$ cat config.mk
export PLATFORM = sky130hd
export DESIGN_NAME = idbz_core
export DESIGN_NICKNAME = d
export VERILOG_FILES = /design/src/verilog/idbz_core.v /design/src/verilog/idbz_dec9.v
export VERILOG_INCLUDE_DIRS = /design/src /design/src/verilog
export SDC_FILE = /design/constraint.sdc
export NUM_CORES = 1
export LEC_CHECK = 0
export BUFFER_PORTS_ARGS = -buffer_cell sky130_fd_sc_hd__buf_2
export CAP_MARGIN = 30
export CORE_MARGIN = 10
export CORE_UTILIZATION = 54
export DETAILED_ROUTE_END_ITERATION = 10
export PLACE_DENSITY_LB_ADDON = 0.12
export SYNTH_ARGS = -nofsm -noshare
export SYNTH_HDL_FRONTEND = slang
export SYNTH_SLANG_ARGS = --single-unit
$ cat constraint.sdc
create_clock -name clock -period 4.4 [get_ports clock]
set_input_delay 0.88 -clock clock [delete_from_list [all_inputs] [get_ports clock]]
set_output_delay 0.88 -clock clock [all_outputs]
set_load 0.005 [all_outputs]
$ cat src/verilog/idbz_regs.vh
/*
  constants for the indirect decrement-and-branch-if-zero execution block:
  opcode, field positions, pointer layout, flag position and reset values.
  assumes inclusion by bare name from the design files only.
*/
`ifndef IDBZ_REGS_VH
`define IDBZ_REGS_VH

`define IDBZ_OPCODE          8'h32
`define IDBZ_MODE_BIT        7
`define IDBZ_IDX_HI          6
`define IDBZ_IDX_LO          1
`define IDBZ_DISP_BIT        0
`define IDBZ_OFF_HI          6
`define IDBZ_OFF_SIGN        6
`define IDBZ_INSN_LEN        16'h0003
`define IDBZ_PSW_CARRY_BIT   1
`define IDBZ_ADDR_W          16
`define IDBZ_PTR_BASE        16'h0000
`define IDBZ_PSW_RESET       8'h00
`define IDBZ_PC_RESET        16'h0000

`endif
$ cat src/verilog/idbz_core.v
/*
  execution of decrement_branch_if_zero in its two indirect forms
  ([pointer, displacement register] and [base pointer, offset]).
  assumes a single-cycle memory read port (data valid in the same cycle as the
  address), a write port, a nine_bit flag from the memory map, and a
  start pulse with the three instruction bytes already fetched.
*/
`timescale 1ns/1ns
`include "idbz_regs.vh"
module idbz_core #(
  parameter ADDR_W = `IDBZ_ADDR_W
) (
  input  wire              clock,
  input  wire              rst_b,
  input  wire              start,
  input  wire [7:0]        insn_op,
  input  wire [7:0]        insn_mode,
  input  wire [7:0]        relative_branch_byte,
  input  wire [7:0]        displacement_reg,
  input  wire [ADDR_W-1:0] pc_in,
  input  wire [7:0]        psw_in,
  input  wire [7:0]        mem_rdata,
  input  wire              mem_rbit8,
  input  wire              mem_nine_bit,
  output reg  [ADDR_W-1:0] mem_addr,
  output reg               mem_rd,
  output reg               mem_wr,
  output reg  [8:0]        mem_wdata,
  output reg  [ADDR_W-1:0] pc_out,
  output reg               pc_load,
  output reg  [7:0]        program_status_word,
  output reg               busy,
  output reg               illegal
);
  localparam S_IDLE = 3'h0;
  localparam S_PLO  = 3'h1;
  localparam S_PHI  = 3'h2;
  localparam S_OPND = 3'h3;
  localparam S_WB   = 3'h4;

  // reset release through two flops
  reg rst_s1;
  reg rst_s2;
  always @(posedge clock or negedge rst_b) begin
    if (!rst_b) begin
      rst_s1 <= 1'b0;
      rst_s2 <= 1'b0;
    end else begin
      rst_s1 <= 1'b1;
      rst_s2 <= rst_s1;
    end
  end

  reg  [2:0]        state;
  reg               use_off;
  reg  [7:0]        ptr_lo;
  reg  [ADDR_W-1:0] ptr_base;
  reg  [ADDR_W-1:0] disp_ext;
  reg  [7:0]        branch;
  reg  [ADDR_W-1:0] pc_hold;

  // decode: both forms share opcode 32h, split by bit 7 of byte two
  wire op_hit   = (insn_op == `IDBZ_OPCODE);
  wire form_off = insn_mode[`IDBZ_MODE_BIT];
  wire form_dsp = !insn_mode[`IDBZ_MODE_BIT] && insn_mode[`IDBZ_DISP_BIT];
  // full six-bit index, no range check needed: 0..63 are all legal
  wire [5:0] idx = insn_mode[`IDBZ_IDX_HI:`IDBZ_IDX_LO];

  // sign extension of the two displacement sources to address width
  wire [ADDR_W-1:0] off_ext = {{(ADDR_W-7){insn_mode[`IDBZ_OFF_SIGN]}},
                               insn_mode[`IDBZ_OFF_HI:0]};
  wire [ADDR_W-1:0] creg_ext = {{(ADDR_W-8){displacement_reg[7]}},
                                displacement_reg};

  // pointer n lives at bytes 2n (low) and 2n+1 (high)
  wire [ADDR_W-1:0] ptr_addr = `IDBZ_PTR_BASE + {{(ADDR_W-7){1'b0}}, idx, 1'b0};

  // missing ninth bit is taken as one
  wire [8:0] operand = {mem_nine_bit ? mem_rbit8 : 1'b1, mem_rdata};
  wire [8:0] dec_res;
  wire       dec_zero;

  idbz_dec9 u_dec (
    .operand  (operand),
    .result   (dec_res),
    .low_zero (dec_zero)
  );

  wire [ADDR_W-1:0] pc_next = pc_hold + `IDBZ_INSN_LEN;
  wire [ADDR_W-1:0] br_ext  = {{(ADDR_W-8){branch[7]}}, branch};

  // sequencer: pointer low, pointer high, operand read, write back
  always @(posedge clock or negedge rst_s2) begin
    if (!rst_s2) begin
      state               <= S_IDLE;
      use_off             <= 1'b0;
      ptr_lo              <= 8'h00;
      ptr_base            <= {ADDR_W{1'b0}};
      disp_ext            <= {ADDR_W{1'b0}};
      branch              <= 8'h00;
      pc_hold             <= `IDBZ_PC_RESET;
      mem_addr            <= {ADDR_W{1'b0}};
      mem_rd              <= 1'b0;
      mem_wr              <= 1'b0;
      mem_wdata           <= 9'h000;
      pc_out              <= `IDBZ_PC_RESET;
      pc_load             <= 1'b0;
      program_status_word <= `IDBZ_PSW_RESET;
      busy                <= 1'b0;
      illegal             <= 1'b0;
    end else begin
      mem_rd  <= 1'b0;
      mem_wr  <= 1'b0;
      pc_load <= 1'b0;
      illegal <= 1'b0;
      case (state)
        S_IDLE: begin
          if (start) begin
            if (op_hit && (form_off || form_dsp)) begin
              use_off  <= form_off;
              branch   <= relative_branch_byte;
              pc_hold  <= pc_in;
              program_status_word <= psw_in;
              disp_ext <= form_off ? off_ext : creg_ext;
              // offset form always reads pointer zero
              mem_addr <= form_off ? `IDBZ_PTR_BASE : ptr_addr;
              mem_rd   <= 1'b1;
              busy     <= 1'b1;
              state    <= S_PLO;
            end else begin
              illegal <= 1'b1;   // not one of ours, e.g. bit 7 and bit 0 both clear
            end
          end
        end
        S_PLO: begin
          ptr_lo   <= mem_rdata;
          mem_addr <= mem_addr + {{(ADDR_W-1){1'b0}}, 1'b1};
          mem_rd   <= 1'b1;
          state    <= S_PHI;
        end
        S_PHI: begin
          ptr_base <= {mem_rdata, ptr_lo};
          // wraps modulo 2^16, no fault raised
          mem_addr <= {mem_rdata, ptr_lo} + disp_ext;
          mem_rd   <= 1'b1;
          state    <= S_OPND;
        end
        S_OPND: begin
          mem_wdata <= dec_res;
          mem_wr    <= 1'b1;
          program_status_word[`IDBZ_PSW_CARRY_BIT] <= dec_res[8];
          pc_out    <= dec_zero ? (pc_next + br_ext) : pc_next;
          pc_load   <= 1'b1;
          state     <= S_WB;
        end
        S_WB: begin
          busy  <= 1'b0;
          state <= S_IDLE;
        end
        default: begin
          state <= S_IDLE;
        end
      endcase
    end
  end
endmodule // idbz_core

$ cat src/verilog/idbz_dec9.v
/*
  nine-bit decrement with an eight-bit zero test.
  assumes the caller supplies bit 8 as 1 when the target has no ninth bit.
*/
`timescale 1ns/1ns
module idbz_dec9 (
  input  wire [8:0] operand,
  output wire [8:0] result,
  output wire       low_zero
);
  // wraps from 000h to 1ffh; only the low byte decides the branch
  assign result   = operand - 9'h001;
  assign low_zero = (result[7:0] == 8'h00);
endmodule // idbz_dec9

# Word level (Yosys, flattened, before mapping)
# Cells that the tools add are included.
dict set report totals {
  input_bits 69
  output_inout_bits 54
  ff_bits 106
}
dict set report op_classes {
  add_sub_neg 5
  eq_ne 7
  mux 23
  reduce_logical 15
}
# operator count
set op_table {}
lappend op_table {{16-bit two-way mux} 4}
lappend op_table {{16-bit case mux with 3 select lines} 1}
lappend op_table {{16-bit adder} 2}
lappend op_table {{16-bit by 1-bit adder with 16-bit output (second input constant)} 1}
lappend op_table {{16-bit by 2-bit adder with 16-bit output (second input constant)} 1}
lappend op_table {{3-bit case mux with 4 select lines} 1}
lappend op_table {{3-bit AND reduction} 4}
lappend op_table {{1-bit two-way mux} 9}
lappend op_table {{9-bit by 1-bit subtractor with 9-bit output (second input constant)} 1}
lappend op_table {{8-bit by 6-bit == test with 1-bit output (second input constant)} 1}
lappend op_table {{8-bit zero test} 1}
lappend op_table {{7-bit two-way mux} 1}
lappend op_table {{3-bit by 2-bit == test with 1-bit output (second input constant)} 2}
lappend op_table {{3-bit two-way mux} 2}
lappend op_table {{1-bit case mux with 2 select lines} 3}
lappend op_table {{2-bit two-way mux} 2}
lappend op_table {{2-bit inequality test (second input constant)} 2}
lappend op_table {{2-bit nonzero test} 2}
lappend op_table {{3-bit by 1-bit == test with 1-bit output (second input constant)} 1}
lappend op_table {{3-bit == test (second input constant)} 1}
lappend op_table {{3-bit zero test} 1}
lappend op_table {{3-bit nonzero test} 1}
lappend op_table {{1-bit logical AND} 2}
lappend op_table {{2-bit AND reduction} 1}
lappend op_table {{3 further kinds} 3}

# Depth between registers and ports, before layout
dict set report depth {
  depth_word 7
  mapped_depth 14
}

# Hierarchy
# Synthesis repeated with hierarchy kept, for this count alone.
dict set report unflattened {
  cells_unflattened 660
  hier_area_um2 6037.0
}
# mod cells_per_inst area_per_inst_um2 seq_area_each_um2 n_inst
set modules_own_cells {}
lappend modules_own_cells {idbz_core 637 5863.1 2452.4 1}
lappend modules_own_cells {idbz_dec9 23 173.9 0.0 1}

# Worst setup path before layout
# Ideal clock, no wire load.
dict set report synth_timing {
  kind {reg2reg}
  startpoint {register pc_hold[0]}
  endpoint {register pc_out[13]}
  required_ns 4.270
  synth_period_minus_slack_ns 2.875
  setup_slack_ns 1.525
  setup_time_ns 0.130
  stages_incl_launch_ff 14
  arrival_ns 2.744
  path_cell_list {dfrtp_1 inv_1 ha_1 nor3b_1 xor2_1 ha_1 a21oi_1 o21ai_0 o2111ai_2 a21oi_1 o31a_1 or3_1 a31oi_1 o21ai_1}
}
dict set report synth_via {
  elab_chain_len 3
}
# item line_no
set synth_rtl {}
lappend synth_rtl {{start: declaration} idbz_core.v:60} ;# reg [ADDR_W-1:0] pc_hold;
lappend synth_rtl {{start signal: assignment} idbz_core.v:101} ;# pc_hold <= `IDBZ_PC_RESET;
lappend synth_rtl {{start signal: assignment} idbz_core.v:122} ;# pc_hold <= pc_in;
lappend synth_rtl {{16-bit by 2-bit adder with 16-bit output (no source line) (*)} n/a}
lappend synth_rtl {{16-bit adder} idbz_core.v:152} ;# pc_out <= dec_zero ? (pc_next + br_ext) : pc_next;
lappend synth_rtl {{16-bit two-way mux (*)} idbz_core.v:152}
lappend synth_rtl {{end signal: assignment} idbz_core.v:106} ;# pc_out <= `IDBZ_PC_RESET;
lappend synth_rtl {{end signal: assignment} idbz_core.v:152}
lappend synth_rtl {{end: declaration} idbz_core.v:29} ;# output reg [ADDR_W-1:0] pc_out,
# Every way passes the cells marked *; elsewhere a longest branch is shown, timed or not.
# A chain may end at the register's enable or synchronous reset.

# Worst setup path after layout
# Same ends and word-level chain as after synthesis.

==> summary.md <==
| Metric | Value |
|---|---|
| Status | completed |
| Final HPWL DP | 11900 microns |
| Synth Flop Type | dfrtp_1 |
| Vias per inst | 5.73 |
| CTS H-tree lvls | 3 |
| Worst-skew pair later-pin latency | 0.35 ns |
| Main combinational cell family by area after synthesis | compound AO/OA/AOI/OAI gates |
| FP Rows | 38 |
| Sequential share of the synthesized area | 40.2% |
| Yosys synthesis warning count | 0 |
| Ys async rst share | 100% |
| Clock-pin slew on the worst setup and hold paths | 0.07 ns |
| Final Total Pwr | 3.20 mW |
| Root buffer selected by CTS | clkbuf_16 |
| CTS buffer count | 9 |
| Die ar. | 16000 sq um |
| Max_cap viols | 0 |
| Reg2reg start | pc_hold[0] |
| Max VDD drop | 0.000404 V |
| Grt total ovfl | 0 |
| Reg2reg path depth | 12 |
| ANT cells | 0 |
| Worst-margin pin slew | 0.840 ns |
| WP data required | 4.62 ns |
| Initial drt markers | 301 |
| Gr usage total | 19.1% |
| Critical path launch point type | flip-flop |
| RSZ-0062 raised after global routing | false |
| Via count | 5164 |
| Crit path DAT | 3.50 ns |
| Total Routed Length | 15600 microns |
| Slew Limit Fails | 0 |
| CTS tree | done |
| Die Span Y | 126 microns |
| Commonest non-fill, non-tap cell in the layout | buf_2 |
| CP max FO | 7 |
| Syn_nets | 754 |
| Pre-CTS WS | 1.12 ns |
| Leak pwr | 3.58 nW |
| Share of layout cells above drive strength 1 | 24.7% |
| GPL Wtd Cong | 0.871 |
| Period minus WS final | 3.28 ns |
| Die width | 126 microns |
| Setup CP Type | reg2reg |
| # setup viols final | 0 |
| Hold Crit Class | in2async |
| CTS sink cnt | 98 |
| Initial antenna violation count | 0 |
| Post-route DRC violation count | 0 |
| End of the worst register-to-register path | pc_out[13] |
| Max clock buf depth | 2 |
| Final hold violations | 0 |
| Compound-Gate Fraction of Synth Area | 18.2% |
| Cell variety after synth | 67 |
| Placeable Area | 10900 sq um |
| Largest net degree at the start of global routing | 65 |
| Post-CTS Resized | 0 |
| I/O pin cnt | 123 |
| Slew margin rel. | 44.0% |
| Post-Synth XOR/XNOR Area | 6.32% |
| Initial core utilization | 55.8% |
| Avg Inst Size Synth | 9.45 sq um |
| First-pass GRT wire length | 25500 microns |
| R2r setup slk | 1.12 ns |
| Synth Area in Adders | 8.24% |
| Post-synthesis simple-gate area fraction | 15.9% |
| Cells after Synth | 646 |
| Number of flops mapped to enable cells by yosys | 0 |
| Nets | 865 |
| Vias in the first global route | 5179 |
| Mux share of post-synthesis cell area | 8.22% |
| Cts hold-fix bufs | 0 |
| TNS Setup | 0 ns |
| Synth Register Bits | 98 |
| Post-CTS Setup Inserts | 0 |
| Post-Syn Area | 6100 sq um |
| Most frequent cells in the layout | buf_2 (122), dfrtp_1 (97), nand2_1 (80) |
| P per Cell Area | 452 nW/um^2 |
| Routed length per instance | 17.3 microns |
| Setup ws final | 1.12 ns |
| Pre-Repair DR Iteration Count | 5 |
| Skew final | 0.00740 ns |
| CP Capture Type | flip-flop |
| Final worst path period share | 74.5% |
| Buffers on Ports | 122 |
| Synth-to-Final Area Change | 15.9% |
| Maximum clock frequency | 305 MHz |
| Post-DRT Antenna Nets | 0 |
[flip-flops by register name, indices dropped and copies added, names as in the netlist]
register	cells
pc_load	1
mem_rd	1
disp_ext	8
ptr_lo	8
pc_out	16
rst_s1	1
pc_hold	16
rst_s2	1
mem_wdata	9
illegal	1
mem_addr	16
state	3
program_status_word	8
branch	8
busy	1
[area by class of cell]
cell class | count | area (sq um)
Clock inverter | 2 | 12.5
Timing Repair Buffer | 126 | 641
Tap cell | 140 | 175
Inverter | 13 | 50.0
Multi-Input combinational cell | 509 | 3470
Fill cell | 949 | 3860
Sequential cell | 98 | 2460
Clock buffer | 14 | 264
[critical path, stage by stage (launching register included)]
cell     delay (ns)
dfrtp_1        0.44
inv_1          0.09
ha_1           0.26
nor3_1         0.53
xor2_1         0.18
ha_1           0.39
a21o_2         0.24
nand2_1        0.13
a21oi_1        0.09
o31a_1         0.25
or3_1          0.31
a31oi_1        0.18
o21ai_1        0.07
[synth_stat cells, types with 12 or more instances]
| library cell | instances | share of area (%) |
|---|---|---|
| a21oi_1 | 38 | 3.1 |
| clkbuf_1 | 16 | 0.98 |
| dfrtp_1 | 98 | 40 |
| ha_1 | 37 | 7.6 |
| inv_1 | 12 | 0.74 |
| mux2_2 | 33 | 6.1 |
| mux2i_1 | 13 | 2.1 |
| nand2_1 | 80 | 4.9 |
| nand3_1 | 15 | 1.2 |
| nor2_1 | 40 | 2.5 |
| o21ai_0 | 75 | 6.2 |
| xnor2_1 | 26 | 3.7 |
| xor2_1 | 18 | 2.6 |
[power by group]
part	switching (mW)	total [mW]	internal (mW)
Combinational	0.613	1.08	0.470
Clock	0.347	0.762	0.415
Sequential	0.199	1.35	1.15
Total	1.16	3.20	2.04
[cell families (layout without fill, tap and decap cells)]
group,after synthesis,count (layout)
AO/OA/AOI/OAI,180,180
multiplexers,46,46
adder cells (fa/ha/maj),39,39
other,1,1
XOR/XNOR,44,44
AND/OR/NAND/NOR,199,199
buffers and inverters,39,155
flip-flops,98,98
[how the worst max path moves through the flow]
stage,cells past startpoint,startpoint,to,slack (ns)
after CTS,13,pc_hold[0],pc_out[15],1.12
after detailed placement,10,mem_rdata[0],pc_out[12],1.12
after global placement,10,mem_rdata[0],pc_out[12],1.24
after global routing,13,pc_hold[0],pc_out[15],0.77
final,12,pc_hold[0],pc_out[13],1.12
after floorplan,0,rst_s2,branch[0],1.47
[routing by layer]
| layer | wire length, microns | global-route usage (%) |
|---|---|---|
| met5 | 0 | 0 |
| met1 | 7060 | 24.3 |
| met2 | 7350 | 30.9 |
| met3 | 994 | 5.25 |
| met4 | 221 | 6.23 |
[stage by stage]
stage	utilization [%]	cell area, sq um	std cells	hold WS (ns)
final	64.7	7070	902	0.295
after detailed placement	62.1	6800	886	0.340
after global placement	62.1	6800	886	0.346
after floorplan	-	6100	646	0.331
after global routing	64.7	7070	902	0.286
after CTS	64.7	7070	902	0.289
Note: power is estimated with default switching activity, not from simulation.
